[src/hdl/eeprom_master_pkg.sv]
// Summary of operation
// - sole master, no stretching, no arbitration
// - bit 7 error on illegal command, cleared by next launch
// - bit 6 busy while bus operation runs
// - bit 5 low when eeprom acknowledged
// - bit 4 low once master sent ack
// - code 0 no-op stops serial clock
// - code 2 receive byte then send ack
// - code 3 send data byte, sample ack
// - code 5 stop: data rises, clock high
// - code 6 receive last byte, send nack
// - code 9 start: data falls, clock high
// - other codes: no activity, set error
// - data first, command write launches operation
// - busy falling pulses completion interrupt
// - serial clock about 78 kHz
package eeprom_master_pkg;
    localparam int unsigned clk_hz = 40000000;
    localparam int unsigned scl_hz = 78000;
    // quarter bit period enable
    localparam int unsigned quarter_cycles = clk_hz / (scl_hz * 4);
    localparam int unsigned div_w = 8;
    localparam logic [3:0] cmd_noop = 4'h0;
    localparam logic [3:0] cmd_rx_ack = 4'h2;
    localparam logic [3:0] cmd_tx = 4'h3;
    localparam logic [3:0] cmd_stop = 4'h5;
    localparam logic [3:0] cmd_rx_last = 4'h6;
    localparam logic [3:0] cmd_start = 4'h9;
    localparam int unsigned bit_error = 7;
    localparam int unsigned bit_busy = 6;
    localparam int unsigned bit_rx_ack_n = 5;
    localparam int unsigned bit_tx_ack_n = 4;
    localparam logic [7:0] status_reset = 8'h30;
    localparam int unsigned fifo_depth = 8;

    typedef struct packed {
        logic sda_o;
        logic sda_oe;
        logic scl_o;
        logic scl_oe;
    } bus_drive_t;
endpackage

[src/hdl/byte_fifo.sv]
`timescale 1ns/10ps
`default_nettype none
module byte_fifo #(
    parameter int unsigned width = 8,
    parameter int unsigned depth = 8
) (
    input wire logic clk_i,
    input wire logic rst_i,
    input wire logic [width-1:0] in_data_i,
    input wire logic in_valid_i,
    output logic in_ready_o,
    output logic [width-1:0] out_data_o,
    output logic out_valid_o,
    input wire logic out_ready_i
);
    localparam int unsigned aw = $clog2(depth);
    logic [width-1:0] mem [depth];
    logic [aw:0] wr_q, rd_q;
    wire push = in_valid_i && in_ready_o;
    wire pop = out_valid_o && out_ready_i;
    assign in_ready_o = (wr_q - rd_q) != (aw+1)'(depth);
    assign out_valid_o = wr_q != rd_q;
    assign out_data_o = mem[rd_q[aw-1:0]];
    always_ff @(posedge clk_i) begin
        if (push) begin
            mem[wr_q[aw-1:0]] <= in_data_i;
        end
    end
    always_ff @(posedge clk_i) begin
        if (rst_i) begin
            wr_q <= '0;
            rd_q <= '0;
        end else begin
            if (push) begin
                wr_q <= wr_q + 1'b1;
            end
            if (pop) begin
                rd_q <= rd_q + 1'b1;
            end
        end
    end
endmodule
`default_nettype wire

[src/hdl/eeprom_serial_command_master.sv]
`timescale 1ns/10ps
`default_nettype none
module eeprom_serial_command_master #(
    parameter int unsigned quarter = eeprom_master_pkg::quarter_cycles
) (
    input wire logic clk_i,
    input wire logic rst_i,
    // processor side: data register and command/status register
    input wire logic data_wr_i,
    input wire logic [7:0] data_wdata_i,
    output logic [7:0] eeprom_byte_buffer_o,
    input wire logic cmd_wr_i,
    input wire logic [7:0] cmd_wdata_i,
    output logic [7:0] eeprom_command_status_o,
    output logic transfer_done_interrupt_o,
    // received bytes stream
    output logic [7:0] rx_data_o,
    output logic rx_valid_o,
    input wire logic rx_ready_i,
    // two-wire bus pins
    output eeprom_master_pkg::bus_drive_t pins_o,
    input wire logic sda_i,
    input wire logic scl_i
);
    import eeprom_master_pkg::*;

    typedef enum logic [2:0] {
        st_idle, st_start, st_stop, st_bits, st_ack, st_free
    } state_t;

    ////////////////////////////////////////////////////////////////////////
    // command decoding shared by launch, error and receive paths
    // codes that start a bus operation
    function automatic logic known_code(input logic [3:0] c);
        return c == cmd_rx_ack || c == cmd_tx || c == cmd_stop
            || c == cmd_rx_last || c == cmd_start;
    endfunction

    function automatic logic receive_code(input logic [3:0] c);
        return c == cmd_rx_ack || c == cmd_rx_last;
    endfunction

    // codes that shift bits and leave the clock running afterwards
    function automatic logic clocked_code(input logic [3:0] c);
        return c != cmd_start && c != cmd_stop;
    endfunction

    ////////////////////////////////////////////////////////////////////////
    // two-stage synchronisers for the line levels
    logic sda_m_q, sda_s_q, scl_m_q, scl_s_q;
    always_ff @(posedge clk_i) begin
        if (rst_i) begin
            sda_m_q <= 1'b1;
            sda_s_q <= 1'b1;
            scl_m_q <= 1'b1;
            scl_s_q <= 1'b1;
        end else begin
            sda_m_q <= sda_i;
            sda_s_q <= sda_m_q;
            scl_m_q <= scl_i;
            scl_s_q <= scl_m_q;
        end
    end

    ////////////////////////////////////////////////////////////////////////
    // quarter-bit enable divider
    logic [div_w-1:0] div_q;
    logic tick_q;
    wire div_end = div_q == div_w'(quarter - 1);
    always_ff @(posedge clk_i) begin
        if (rst_i) begin
            div_q <= '0;
            tick_q <= 1'b0;
        end else begin
            div_q <= div_end ? '0 : div_q + 1'b1;
            tick_q <= div_end;
        end
    end

    ////////////////////////////////////////////////////////////////////////
    // command launch and bit sequencer; each bit spans four quarters:
    //   0 set data, 1 raise clock, 2 sample data, 3 drop clock
    // start and stop reuse the four steps with another data order
    state_t state_q;
    logic [1:0] phase_q;
    logic [2:0] bit_q;
    logic [7:0] shift_q, data_q;
    logic [3:0] op_q;
    logic busy_q, error_q, rx_ack_n_q, tx_ack_n_q, done_q;
    logic sda_q, scl_q, clk_run_q;
    logic push_q;
    logic fifo_ready;

    wire [3:0] code = cmd_wdata_i[3:0];
    wire code_ok = known_code(code);
    wire is_noop = code == cmd_noop;
    // no-op stops the idle clock; ignored mid-operation
    wire stop_clk = cmd_wr_i && is_noop && !busy_q;
    wire launch = cmd_wr_i && code_ok && !busy_q;
    wire illegal = cmd_wr_i && !code_ok && !is_noop;
    wire is_rx = receive_code(op_q);
    wire last_q = phase_q == 2'd3;
    // hold receive completion while the byte stream is full
    wire step = tick_q && !(state_q == st_free && is_rx && !fifo_ready);

    ////////////////////////////////////////////////////////////////////////
    always_ff @(posedge clk_i) begin
        if (rst_i) begin
            state_q <= st_idle;
            phase_q <= '0;
            bit_q <= '0;
            shift_q <= '0;
            op_q <= cmd_noop;
            busy_q <= 1'b0;
            sda_q <= 1'b1;
            scl_q <= 1'b1;
            clk_run_q <= 1'b0;
            rx_ack_n_q <= 1'b1;
            tx_ack_n_q <= 1'b1;
            push_q <= 1'b0;
        end else begin
            push_q <= 1'b0;
            if (stop_clk) begin
                clk_run_q <= 1'b0;
                scl_q <= 1'b1;
            end
            if (launch) begin
                busy_q <= 1'b1;
                op_q <= code;
                phase_q <= '0;
                bit_q <= 3'd7;
                shift_q <= data_q;
                if (clocked_code(code)) begin
                    clk_run_q <= 1'b1;
                end
                // park the clock low so no data edge meets a high clock
                if (code != cmd_start) begin
                    scl_q <= 1'b0;
                end
                case (code)
                    cmd_start: state_q <= st_start;
                    cmd_stop: state_q <= st_stop;
                    default: state_q <= st_bits;
                endcase
            end else if (step && state_q != st_idle) begin
                phase_q <= phase_q + 2'd1;
                case (state_q)
                    st_start: begin
                        // data falls while clock high
                        case (phase_q)
                            2'd0: sda_q <= 1'b1;
                            2'd1: scl_q <= 1'b1;
                            2'd2: sda_q <= 1'b0;
                            default: scl_q <= 1'b0;
                        endcase
                        if (last_q) begin
                            state_q <= st_free;
                        end
                    end
                    st_stop: begin
                        // data rises while clock high
                        case (phase_q)
                            2'd0: sda_q <= 1'b0;
                            2'd1: scl_q <= 1'b1;
                            2'd2: sda_q <= 1'b1;
                            default: scl_q <= 1'b1;
                        endcase
                        if (last_q) begin
                            state_q <= st_free;
                        end
                    end
                    st_bits: begin
                        case (phase_q)
                            // release data on receive
                            2'd0: sda_q <= is_rx ? 1'b1 : shift_q[7];
                            2'd1: scl_q <= 1'b1;
                            2'd2: begin
                                if (is_rx) begin
                                    shift_q <= {shift_q[6:0], sda_s_q};
                                end else begin
                                    shift_q <= {shift_q[6:0], 1'b0};
                                end
                            end
                            default: scl_q <= 1'b0;
                        endcase
                        if (last_q) begin
                            bit_q <= bit_q - 3'd1;
                            if (bit_q == 3'd0) begin
                                state_q <= st_ack;
                            end
                        end
                    end
                    st_ack: begin
                        case (phase_q)
                            2'd0: begin
                                if (op_q == cmd_rx_ack) begin
                                    sda_q <= 1'b0;
                                end else begin
                                    sda_q <= 1'b1;
                                end
                            end
                            2'd1: scl_q <= 1'b1;
                            2'd2: begin
                                if (op_q == cmd_tx) begin
                                    rx_ack_n_q <= sda_s_q;
                                end
                                if (op_q == cmd_rx_ack) begin
                                    tx_ack_n_q <= 1'b0;
                                end
                            end
                            default: scl_q <= 1'b0;
                        endcase
                        if (last_q) begin
                            state_q <= st_free;
                        end
                    end
                    st_free: begin
                        phase_q <= '0;
                        state_q <= st_idle;
                        busy_q <= 1'b0;
                        push_q <= is_rx;
                    end
                    default: state_q <= st_idle;
                endcase
            end else if (tick_q && state_q == st_idle && clk_run_q
                && !stop_clk) begin
                // clock keeps toggling until a no-op arrives
                phase_q <= phase_q + 2'd1;
                if (phase_q[0]) begin
                    scl_q <= !scl_q;
                end
            end
        end
    end

    ////////////////////////////////////////////////////////////////////////
    always_ff @(posedge clk_i) begin
        if (rst_i) begin
            data_q <= '0;
            error_q <= 1'b0;
            done_q <= 1'b0;
        end else begin
            if (push_q) begin
                data_q <= shift_q;
            end else if (data_wr_i) begin
                data_q <= data_wdata_i;
            end
            if (illegal) begin
                error_q <= 1'b1;
            end else if (launch) begin
                error_q <= 1'b0;
            end
            done_q <= step && state_q == st_free;
        end
    end

    ////////////////////////////////////////////////////////////////////////
    // received bytes queue for a streaming reader
    byte_fifo #(
        .width(8),
        .depth(fifo_depth)
    ) rx_fifo (
        .clk_i(clk_i),
        .rst_i(rst_i),
        .in_data_i(shift_q),
        .in_valid_i(push_q),
        .in_ready_o(fifo_ready),
        .out_data_o(rx_data_o),
        .out_valid_o(rx_valid_o),
        .out_ready_i(rx_ready_i)
    );

    ////////////////////////////////////////////////////////////////////////
    // open-drain: drive only low; clock is never stretched
    bus_drive_t pins_q;
    always_ff @(posedge clk_i) begin
        if (rst_i) begin
            pins_q <= '0;
        end else begin
            pins_q.sda_o <= 1'b0;
            pins_q.sda_oe <= !sda_q;
            pins_q.scl_o <= 1'b0;
            pins_q.scl_oe <= !scl_q;
        end
    end
    assign pins_o = pins_q;

    // status byte: command field reads back as zero
    assign eeprom_byte_buffer_o = data_q;
    assign eeprom_command_status_o = {error_q, busy_q, rx_ack_n_q,
        tx_ack_n_q, 4'h0};
    assign transfer_done_interrupt_o = done_q;

    // scl_s_q is sampled only for observability of the line
    logic scl_seen_q;
    always_ff @(posedge clk_i) begin
        if (rst_i) begin
            scl_seen_q <= 1'b1;
        end else begin
            scl_seen_q <= scl_s_q;
        end
    end
endmodule
`default_nettype wire
[config.mk]
export PLATFORM = sky130hd
export DESIGN_NAME = eeprom_serial_command_master
export DESIGN_NICKNAME = d
export VERILOG_FILES = /design/src/hdl/eeprom_master_pkg.sv /design/src/hdl/byte_fifo.sv /design/src/hdl/eeprom_serial_command_master.sv
export SDC_FILE = /design/constraint.sdc
export NUM_CORES = 1
export LEC_CHECK = 0
export BUFFER_PORTS_ARGS = -buffer_cell sky130_fd_sc_hd__buf_4
export CORE_ASPECT_RATIO = 2
export CORE_MARGIN = 2
export CORE_UTILIZATION = 50
export CTS_BUF_LIST = sky130_fd_sc_hd__clkbuf_8
export CTS_CLUSTER_SIZE = 12
export DETAILED_ROUTE_END_ITERATION = 8
export PLACE_DENSITY_LB_ADDON = 0.15
export SYNTH_ARGS = -nofsm -noshare
export SYNTH_HDL_FRONTEND = slang
export SYNTH_SLANG_ARGS = --single-unit
[constraint.sdc]
create_clock -name clk_i -period 3.6 [get_ports clk_i]
set_input_delay 0.36 -clock clk_i [delete_from_list [all_inputs] [get_ports clk_i]]
set_output_delay 0.36 -clock clk_i [all_outputs]
set_load 0.01 [all_outputs]
Word level (Yosys, flattened, before mapping)
Memories as Yosys holds them, arrays and structs flattened. A register that Yosys moved wholly into a read port is not among the register bits.
Cells that the tools add are included.
{ "classes": {"add_sub_neg": 6, "n_eq_ne": 28, "muxes": 49, "bitwise_logic": 3, "n_reduce_logical": 57} }
{ "op_table": {"columns": ["op", "count"], "rows": [
  ["$mux 8", 6],
  ["$mux 3", 11],
  ["$mux 1", 22],
  ["$logic_and 1x1->1", 17],
  ["$eq 4x2->1 const B", 4],
  ["$reduce_bool 2->1", 8],
  ["$eq 4x3->1 const B", 3],
  ["$ne 3x3->1 const B", 4],
  ["$reduce_and 5->1", 2],
  ["$add 4x1->4 const B", 2],
  ["$add 8x1->8 const B", 1],
  ["$eq 8x7->1 const B", 1],
  ["$logic_not 1->1", 8],
  ["$ne 4x4->1 const B", 2],
  ["$pmux 1 s2", 4],
  ["$reduce_and 7->1", 1],
  ["$eq 3x2->1 const B", 2],
  ["$eq 3x3->1 const B", 2],
  ["$logic_not 3->1", 2],
  ["$mux 2", 3],
  ["$pmux 3 s2", 1],
  ["$reduce_and 3->1", 2],
  ["$reduce_or 2->1", 3],
  ["$reduce_or 3->1", 2],
  ["other kinds (23)", 30]
]} }
{ "word_totals": {"reg_bits": 60, "ramBits": 64, "in_bits": 23, "output_inout_bits": 30, "word_cells": 169, "n_memories": 1} }
{ "mem_list": {"columns": ["name", "depth", "word_bits", "read_ports", "rd_clocked_by_memory_dff", "wr", "line", "source"], "rows": [
  ["rx_fifo.mem", 8, 8, 1, 1, 1, "byte_fifo.sv:17", "logic [width-1:0] mem [depth];"]
]} }

Longest topological paths before layout
Gate-level depths: netlist (run 1).
{ "depth": {"ltp_word": 9, "mapped_depth": 7, "mapped_depth_nobuf": 7} }

By module
A second synthesis (run 1) with hierarchy kept.
{ "hier_totals": {"cells_unflattened": 461, "hier_area_um2": 5609.1} }
{ "by_module_without_submodules": {"columns": ["module", "instances", "cells_each", "area_per_inst_um2", "seq_area_each_um2"], "rows": [
  ["byte_fifo", 1, 169, 3088.0, 2142.1],
  ["eeprom_serial_command_master", 1, 292, 2521.2, 1001.0]
]} }

Worst setup path before layout (run 1)
Ideal clock, no wire load.
{ "synth_path": {"path_kind": "register to register", "start": "register rx_fifo.wr_q[1]", "end": "memory rx_fifo.mem[0][0], enable pin", "setup_ns": 0.383, "arrival_time_ns": 2.169, "required_ns": 3.217, "slack_ns": 1.047, "stages_incl_launch_ff": 7, "path_buffers": 0, "synth_period_minus_slack_ns": 2.553, "cell_sequence": "dfxtp_1 > ha_1 > nor2b_1 > o211ai_1 > a21o_2 > nand3_1 > nor3_1"} }
{ "synth_via": {"elab_chain_len": 5} }
{ "synth_lines": {"columns": ["item", "line", "source"], "rows": [
  ["from (decl)", "byte_fifo.sv:18", "logic [aw:0] wr_q, rd_q;"],
  ["from (signal assigned)", "byte_fifo.sv:35", "wr_q <= wr_q + 1'b1;"],
  ["$sub 4x4->4", "byte_fifo.sv:21", "assign in_ready_o = (wr_q - rd_q) != (aw+1)'(depth);"],
  ["$ne 4x4->1", "byte_fifo.sv:21", null],
  ["$logic_and 1x1->1", "byte_fifo.sv:19", "wire push = in_valid_i && in_ready_o;"],
  ["$mux 1", "byte_fifo.sv:25", "if (push) begin"],
  ["$mux 1 (not written as such)", "byte_fifo.sv:26", "mem[wr_q[aw-1:0]] <= in_data_i;"],
  ["to (decl)", "byte_fifo.sv:17", null]
]} }
Parallel ways exist; a longest one is shown, timed or not.

Worst setup path after layout (run 1)
{ "layout_path": {"start": "register rx_fifo.wr_q[1]", "end": "memory rx_fifo.mem[6][7], enable pin"} }
Same word-level chain as after synthesis.

==> results.sh, run 1 <==
export IMPL_yosysWarnings=0
export IMPL_ios=53
export IMPL_synth_area_per_cell_um2=11.66
export IMPL_slowest_stage="nor2_1"
export IMPL_async_flop_share=0
export IMPL_die_h_um=152.3
export IMPL_hold_viol=0
export IMPL_gp_congestion=0.8464
export IMPL_p_total_w=0.002821
export IMPL_worstPathCellList="ha_1 -> nor2b_1 -> o211ai_1 -> a21o_2 -> nand3_1 -> nor2_1"
export IMPL_holdPathEnd="sda_m_q"
export IMPL_worstHoldStart="sda_i"
export IMPL_clock_latency_ns=0.42
export IMPL_cts_root_buf="clkbuf_8"
export IMPL_overflow=0
export IMPL_coreArea_um2=10810
export IMPL_netlist_area_um2=5502
export IMPL_worstSetupStartpoint="rx_fifo.wr_q[1]"
export IMPL_startpoint_type="flip-flop"
export IMPL_cp_max_fo=9
export IMPL_fmax_ghz=0.3594
export IMPL_worstMarginPinSlew_ns=1.045
export IMPL_htree_levels=4
export IMPL_antenna_cells=0
export IMPL_yosysUniqueCellTypes=56
export IMPL_wirelength_mm=11.00
export IMPL_hold_class="in -> reg"
export IMPL_powerDensity_nw_per_um2=451.2
export IMPL_regToRegSetupSlack_ns=0.82
export IMPL_post_route_util=0.5784
export IMPL_ant_nets=0
export IMPL_p_leak_nw=2.243
export IMPL_first_iter_violations=150
export IMPL_max_stage_delay_ns=0.65
export IMPL_fin_crit_sh=0.7730
export IMPL_final_cell_mix="edfxtp_1, dfxtp_1, nor2_1"
export IMPL_slew_headroom=0.2989
export IMPL_critical_path_class="reg -> reg"
export IMPL_maxSlewViolCount=0
export IMPL_area_growth_pct=13.65
export IMPL_vias=3657
export IMPL_port_buffers=41
export IMPL_dieArea_um2=11910
export IMPL_drc=0
export IMPL_grt_pass1_wl_mm=18.06
export IMPL_crit_path_end_kind="flip-flop"
export IMPL_ir_drop_mv=0.3571
export IMPL_drt_pre_antenna_iters=4
export IMPL_synth_edf_count=64
export IMPL_numCtsBuffers=17
export IMPL_rsz0062_at_grt="no"
export IMPL_setup_viol_count_final=0
export IMPL_dp_worst_setup_slack_ns=0.8074
export IMPL_die_width_um=78.17
export IMPL_fin_crit_ns=2.783
export IMPL_r2r_start="rx_fifo.wr_q[1]"
export IMPL_post_drt_wl_per_cell_um=16.54
export IMPL_required_ns=3.65
export IMPL_cts_hold_buf=0
export IMPL_clockBufferDepth=2
export IMPL_ys_ff_latch=125
export IMPL_arrival_ns=2.83
export IMPL_finalWorstSetupSlack_ns=0.8173
export IMPL_ys_flop_type="edfxtp_1"
export IMPL_layout_drive_gt1_share=0.2152
export IMPL_gr_usage_all_layers=0.1983
export IMPL_clkTransAtPathRegs_ns=0.07
export IMPL_dp_hpwl_mm=8.059
export IMPL_grt_pass1_vias=3723
export IMPL_cts_tree="built"
export IMPL_initial_core_util=0.5089
export IMPL_grt_max_degree=52
export IMPL_antenna_found_initial=0
export IMPL_finalClockSkew_ns=0.01041
export IMPL_syn_inst=472
export IMPL_placementRows=54
export IMPL_hold_slack_ns=0.1216
export IMPL_hold_path_depth=2
export IMPL_ff2ff_path_depth=6
export IMPL_cts_resized=0
export IMPL_clock_sinks=125
export IMPL_yosysSeqAreaShare=0.5713
export IMPL_fin_tns_setup_ns=0
export IMPL_rr_endpoint="rx_fifo.mem[6][7]"
export IMPL_cts_setup_buffers=0
export IMPL_viasPerCell=5.499
export IMPL_final_common_cell="edfxtp_1"
export IMPL_drv_cap=0
export IMPL_layout_nets=546
export IMPL_outcome="finished, final reports clean"
==> Yosys cell counts (8+ instances only) <==
cell type,count,share of area
a21oi_1,34,0.031
nand2_1,42,0.029
clkbuf_1,9,0.0061
mux2i_1,12,0.022
nand3_1,14,0.013
dfxtp_1,61,0.22
ha_1,11,0.025
nor2_1,53,0.036
a311oi_1,8,0.013
edfxtp_1,64,0.35
mux4_2,16,0.066
inv_1,15,0.010
nand4_1,8,0.0091
o21ai_0,11,0.010
mux2_2,9,0.018
buf_4,12,0.016
==> how the worst max path moves through the flow <==
stage               slack, ns  depth (start not counted)                 to
finish                   0.82                          6  rx_fifo.mem[6][7]
floorplan                1.05                          6  rx_fifo.mem[0][0]
detailed placement       0.81                          6  rx_fifo.mem[4][1]
global route             0.60                          6  rx_fifo.mem[6][7]
global placement         0.88                          6  rx_fifo.mem[4][1]
CTS                      0.78                          6  rx_fifo.mem[4][7]
==> metrics by stage <==
step	instance area (µm²)	std cells
after floorplan	5520	477
after global placement	5879	633
after detailed placement	5879	633
after CTS	6252	665
after global routing	6252	665
final	6252	665
==> sequential cells by signal (all words and copies together), names as in the netlist, 2 cells and up, named ones only <==
name / count
rx_fifo.mem: 64
pins_o: 2
state_q: 3
eeprom_byte_buffer_o: 8
rx_fifo.wr_q: 4
bit_q: 3
div_q: 8
shift_q: 8
phase_q: 2
op_q: 4
rx_fifo.rd_q: 4
==> power breakdown <==
group          internal [W]  switching [W]  leakage [nW]  total [W]
logic             0.0000596      0.0000796         0.933   0.000139
clock network      0.000555       0.000573         0.179    0.00113
registers           0.00152      0.0000329          1.13    0.00155
total               0.00214       0.000686          2.24    0.00282
==> layer usage <==
metal,track usage,vias to the layer above,part of all wire
li1,-,1805,-
met1,0.2010,1766,0.37
met2,0.3719,70,0.59
met3,0.04028,16,0.021
met4,0.1003,0,0.021
met5,0,-,0
==> cells by family after synthesis <==
family,share of synthesized area
AO/OA/AOI/OAI,0.09757
XOR/XNOR,0.02070
adder cells (fa/ha/maj),0.02502
buffers and inverters,0.04094
flip-flops,0.5713
multiplexers,0.1085
other,0.0006816
AND/OR/NAND/NOR,0.1353
==> cell type report <==
cell class,instances,area (µm²)
multi-input combinational,306,2152
clock buffer,17,234.0
inverter,15,56.30
tap,140,175.2
clock inverter,15,138.9
fill,940,4558
sequential,125,3143
timing repair buffer,47,352.8
==> critical path: cells and delay by family, from the launching register on <==
kind                     cells  cell delay [ns]
AO/OA/AOI/OAI                2             0.62
adder cells (fa/ha/maj)      1             0.33
AND/OR/NAND/NOR              3             0.98
flip-flops                   1             0.49
Note: power is estimated with default switching activity, not from simulation.
==> run 2, diff against run 1 <==
- ABC_AREA: not set -> 1
- clock period: 3.6 -> 2.39 ns (I/O delays scaled with it)
==> results.sh, run 2 <==
export IMPL_ff2ff_path_depth=12
export IMPL_p_leak_nw=2.509
export IMPL_overflow=0
export IMPL_synth_area_mux_share=0
export IMPL_antenna_found_initial=0
export IMPL_placed_cells=789
export IMPL_final_cell_mix="nor2_1, nand2_1, edfxtp_1"
export IMPL_antenna_cells=0
export IMPL_synth_edf_count=64
export IMPL_htree_levels=4
export IMPL_grt_max_degree=33
export IMPL_port_buffers=41
export IMPL_async_flop_share=0
export IMPL_synth_top_area_frac=0.3461
export IMPL_arrival_ns=1.95
export IMPL_setup_viol_count_final=0
export IMPL_ys_flop_type="edfxtp_1"
export IMPL_cts_tree="built"
export IMPL_synth_xor_area_share=0
export IMPL_netlist_area_um2=5553
export IMPL_synth_adder_area_share=0.02479
export IMPL_viasPerCell=5.371
export IMPL_dieArea_um2=12020
export IMPL_final_instance_count_excl_fill=822
export IMPL_numCtsBuffers=17
export IMPL_clockBufferDepth=2
export IMPL_cts_setup_buffers=0
export IMPL_first_iter_violations=203
export IMPL_powerDensity_nw_per_um2=715.7
export IMPL_layout_drive_gt1_share=0.1598
export IMPL_fin_crit_ns=2.185
export IMPL_placementRows=54
export IMPL_area_growth_pct=15.59
export IMPL_clock_latency_ns=0.44
export IMPL_synth_area_per_cell_um2=8.971
export IMPL_syn_inst=619
export IMPL_synth_top_area_cell="edfxtp_1"
export IMPL_die_width_um=78.52
export IMPL_initial_core_util=0.5105
export IMPL_largest_register_ffs=64
export IMPL_fmax_ghz=0.4576
export IMPL_ant_nets=0
export IMPL_cts_root_buf="clkbuf_8"
export IMPL_ir_drop_mv=0.6715
export IMPL_worstMarginPinSlew_ns=0.5084
export IMPL_fin_crit_sh=0.9144
export IMPL_wirelength_mm=13.15
export IMPL_final_common_cell="nor2_1"
export IMPL_drc=0
export IMPL_grt_pass1_wl_mm=21.11
export IMPL_layout_nets=703
export IMPL_gr_usage_all_layers=0.2297
export IMPL_gp_congestion=0.8835
export IMPL_grt_pass1_vias=4341
export IMPL_synth_compound_area_frac=0.1165
export IMPL_fin_tns_setup_ns=0
export IMPL_synth_common_cells="nor2_1, nand2_1, edfxtp_1"
export IMPL_ios=53
export IMPL_yosysMostFrequentCell="nor2_1"
export IMPL_yosysUniqueCellTypes=39
export IMPL_clkTransAtPathRegs_ns=0.08
export IMPL_post_drt_wl_per_cell_um=16.00
export IMPL_outcome="finished, final reports clean"
export IMPL_synthSimpleGateAreaFrac=0.2199
export IMPL_drt_pre_antenna_iters=5
export IMPL_synth_top_family_by_area="simple AND/OR/NAND/NOR gates"
export IMPL_maxSlewViolCount=0
export IMPL_yosysSeqAreaShare=0.5660
export IMPL_dp_hpwl_mm=9.626
export IMPL_finalClockSkew_ns=0.01340
export IMPL_critical_path_class="reg -> out"
export IMPL_yosys_top_cells_area="edfxtp_1, dfxtp_1, nor2_1, nand2_1, o21ai_0"
export IMPL_slew_headroom=0.6606
export IMPL_crit_path_end_kind="output pin"
export IMPL_hold_path_depth=3
export IMPL_die_h_um=153.0
export IMPL_yosysWarnings=0
export IMPL_ys_ff_latch=125
export IMPL_rsz0062_at_grt="no"
export IMPL_clock_sinks=125
export IMPL_hold_viol=0
export IMPL_fill_cells=963
export IMPL_coreArea_um2=10880
export IMPL_startpoint_type="flip-flop"
export IMPL_cp_max_fo=21
export IMPL_hold_slack_ns=0.02678
export IMPL_drv_cap=0
export IMPL_hold_class="in -> reg"
export IMPL_vias=4415
export IMPL_required_ns=2.15
-- run 2: cell count changes after synthesis, sizes merged, moves of 8 or more --
cell	delta
o21ai	+43
inv	+44
mux2	-10
o22ai	+8
a31oi	+8
nand2	+63
o221ai	+8
a311oi	-8
mux2i	-12
nor3	+8
mux4	-16
nor2	+53
nand3	+23
-- run 2: kinds of logic (layout without fill, tap and decap cells) --
family | after synthesis | count (layout)
AOI/OAI and AO/OA | 115 | 115
adders and majority gates | 11 | 11
buffers and inverters | 90 | 148
DFF | 125 | 125
other | 1 | 6
and+or+nand+nor | 277 | 277
-- run 2: layer usage --
layer,GRT usage,vias up,share of wire
met5,0,-,0
met4,0.09942,0,0.031
met3,0.04250,25,0.035
met2,0.4436,118,0.58
met1,0.2299,2080,0.36
li1,-,2192,-
-- run 2: final timing paths --
check	start	to	slack, ns
worst min register to register	sda_m_q	sda_s_q	0.41
worst min-delay path	data_wdata_i[0]	eeprom_byte_buffer_o[0]	0.03
worst max register to register	rx_fifo.rd_q[1]	rx_fifo.mem[6][4]	0.24
worst max-delay path	flip-flop	rx_data_o[3]	0.20
-- run 2: layout make-up --
class	count	area, µm²	area share
repair buffers	55	419.2	0.06530
clock buffers	17	234.0	0.03645
inverters	61	236.5	0.03684
well taps	140	175.2	0.02729
flip-flops and latches	125	3143	0.4897
multi-input cells	409	2028	0.3160
clock inverters	15	182.7	0.02846
-- run 2: critical path, cell delays in order (launching register included) --
cell	delay, ns
dfxtp_1	0.40
clkinvlp_4	0.32
buf_4	0.29
o21ai_0	0.22
a31oi_1	0.11
buf_4	0.17
-- run 2: through the flow --
step | power [W] | worst slack [ns] | util | area (µm²)
floorplan | 0.002576 | 0.1327 | - | 5572
global placement | 0.002696 | 0.3342 | 0.5498 | 5981
detailed placement | 0.002702 | 0.2452 | 0.5498 | 5981
CTS | 0.004625 | 0.008577 | 0.5890 | 6407
global route | 0.004768 | 0.02488 | 0.5901 | 6419
finish | 0.004594 | 0.2046 | 0.5901 | 6419
-- run 2: repair_timing --
item	4_1_cts	5_1_grt
hold endpoints to repair	1	0
hold buffers	1	0
endpoints found under the setup margin	0	4
gates resized for setup	0	5
-- run 2: power breakdown --
part / internal, W / switching [W] / total [W]
Clock: 0.00105 / 0.000890 / 0.00194
Combinational: 0.000139 / 0.000220 / 0.000359
Sequential: 0.00227 / 0.0000306 / 0.00230
Total: 0.00345 / 0.00114 / 0.00459
==> run 3, diff against run 2 <==
- CTS_CLUSTER_DIAMETER: not set -> 200
- REMOVE_ABC_BUFFERS: not set -> 1
- clock period: 2.39 -> 2.77 ns (I/O delays scaled with it)
==> results.sh, run 3 (synthesis results as in run 2) <==
export IMPL_clock_sinks=125
export IMPL_drv_cap=0
export IMPL_dp_hpwl_mm=9.242
export IMPL_drt_pre_antenna_iters=4
export IMPL_slew_headroom=0.4354
export IMPL_crit_path_end_kind="output pin"
export IMPL_vias=4406
export IMPL_clkTransAtPathRegs_ns=0.08
export IMPL_switchingPower_w=0.0009719
export IMPL_fin_crit_sh=0.8603
export IMPL_p_leak_nw=2.518
export IMPL_die_width_um=78.52
export IMPL_clock_latency_ns=0.43
export IMPL_critical_path_class="reg -> out"
export IMPL_switching_share=0.2444
export IMPL_required_ns=2.49
export IMPL_r2r_start="rx_fifo.rd_q[1]"
export IMPL_rsz0062_at_grt="no"
export IMPL_worstMarginPinSlew_ns=0.8460
export IMPL_coreArea_um2=10880
export IMPL_port_buffers=41
export IMPL_powerDensity_nw_per_um2=620.5
export IMPL_cts_root_buf="clkbuf_8"
export IMPL_cp_max_fo=32
export IMPL_multi_input_comb_area_um2=2028
export IMPL_cts_tree="built"
export IMPL_regArea_um2=3143
export IMPL_area_growth_pct=15.41
export IMPL_clockBufferDepth=2
export IMPL_rr_endpoint="rx_fifo.mem[6][0]"
export IMPL_grt_pass1_wl_mm=20.31
export IMPL_antenna_found_initial=0
export IMPL_ant_nets=0
export IMPL_startpoint_type="flip-flop"
export IMPL_arrival_ns=2.11
export IMPL_ios=53
export IMPL_layout_drive_gt1_share=0.1571
export IMPL_hold_class="in -> reg"
export IMPL_numCtsBuffers=17
export IMPL_hold_slack_ns=0.08717
export IMPL_internal_power_w=0.003005
export IMPL_p_clk_frac=0.425
export IMPL_fin_tns_setup_ns=0
export IMPL_drc=0
export IMPL_die_h_um=153.0
export IMPL_overflow=0
export IMPL_fmax_ghz=0.4196
export IMPL_crit_path_end="rx_data_o[5]"
export IMPL_grt_max_degree=33
export IMPL_antenna_cells=0
export IMPL_placementRows=54
export IMPL_dieArea_um2=12020
export IMPL_final_common_cell="nor2_1"
export IMPL_ff2ff_path_depth=12
export IMPL_grt_pass1_vias=4448
export IMPL_post_drt_wl_per_cell_um=15.37
export IMPL_maxSlewViolCount=0
export IMPL_slowest_stage="inv_1"
export IMPL_largest_register_ffs=64
export IMPL_pwr_share_comb=0.077
export IMPL_ir_drop_mv=0.4394
export IMPL_pwr_share_seq=0.498
export IMPL_regToRegSetupSlack_ns=0.66
export IMPL_finalClockSkew_ns=0.01586
export IMPL_gr_usage_all_layers=0.2200
export IMPL_fill_cells=983
export IMPL_initial_core_util=0.5105
export IMPL_final_cell_mix="nor2_1, nand2_1, edfxtp_1"
export IMPL_htree_levels=4
export IMPL_viasPerCell=5.367
export IMPL_first_iter_violations=184
export IMPL_hold_viol=0
export IMPL_wirelength_mm=12.62
export IMPL_max_stage_delay_ns=0.61
export IMPL_fin_crit_ns=2.383
export IMPL_gp_congestion=0.9265
export IMPL_setup_viol_count_final=0
export IMPL_cts_setup_buffers=0
export IMPL_cts_resized=0
export IMPL_outcome="finished, final reports clean"
export IMPL_worstPathCellList="inv_1 -> o21ai_0 -> o22ai_1 -> nor2_1 -> a31oi_1 -> buf_4"
export IMPL_layout_nets=702
==> run 3: changes by cell type in the layout (fill, tap and decap cells not counted), sizes merged <==
cell      previous run  this run
clkbuf              17        18
buf                 54        53
clkinvlp             5         1
inv                 65        66
clkinv               3         5
==> run 3: worst min path at each step <==
stage | to | cells past startpoint | slack (ns) | startpoint
after detailed placement | sda_s_q | 1 | 0.40 | sda_m_q
after global routing | eeprom_byte_buffer_o[2] | 3 | 0.08 | data_wdata_i[2]
after CTS | eeprom_byte_buffer_o[3] | 3 | 0.06 | data_wdata_i[3]
final | eeprom_byte_buffer_o[3] | 3 | 0.09 | data_wdata_i[3]
after floorplan | pins_o[2] | 1 | 0.34 | rst_i
after global placement | sda_s_q | 1 | 0.40 | sda_m_q
==> run 3: critical path, delay by kind of cell (launching register included) <==
kind | cells | cell delay, ns
AND/OR/NAND/NOR | 1 | 0.06
buffers and inverters | 2 | 0.75
flip-flops | 1 | 0.31
AO/OA/AOI/OAI | 3 | 0.54
==> run 3: repair_timing <==
action,CTS,global route
hold buffers,1,0
endpoints found under the hold margin,1,0
setup endpoints to repair,0,0
==> run 3: metrics by stage <==
step,setup slack [ns],util,power [W],instance area [µm²],cells
finish,0.3869,0.5891,0.003977,6409,821
global route,0.1387,0.5891,0.004130,6409,821
CTS,0.3228,0.5891,0.004011,6409,821
detailed placement,0.6806,0.5491,0.002329,5973,788
global placement,0.7426,0.5491,0.002320,5973,788
floorplan,0.5056,-,0.002197,5400,595
==> run 3: per-layer routing <==
| metal | vias up | part of all wire | wire (µm) | GRT usage |
|---|---|---|---|---|
| met5 | - | 0 | 0 | 0 |
| met4 | 0 | 0.026 | 328 | 0.1028 |
| met3 | 28 | 0.036 | 456 | 0.04368 |
| met2 | 99 | 0.59 | 7469 | 0.4314 |
| met1 | 2090 | 0.35 | 4366 | 0.2082 |
| li1 | 2189 | - | - | - |
==> run 3: power groups by stage <==
stage	logic, W	registers [W]	clock network, W
3_5_place_dp	0.000306	0.00202	0
3_3_place_gp	0.000298	0.00202	0
2_1_floorplan	0.000168	0.00203	0
4_1_cts	0.000308	0.00198	0.00172
5_1_grt	0.000340	0.00199	0.00180
6_report	0.000305	0.00198	0.00169
==> run 3: cell type report <==
| cell class | count | area share |
|---|---|---|
| sequential | 125 | 0.4904 |
| clock buffer | 18 | 0.03866 |
| timing repair buffer | 54 | 0.06365 |
| multi-input combinational | 409 | 0.3165 |
| clock inverter | 14 | 0.02772 |
| inverter | 61 | 0.03573 |
| tap | 140 | 0.02733 |
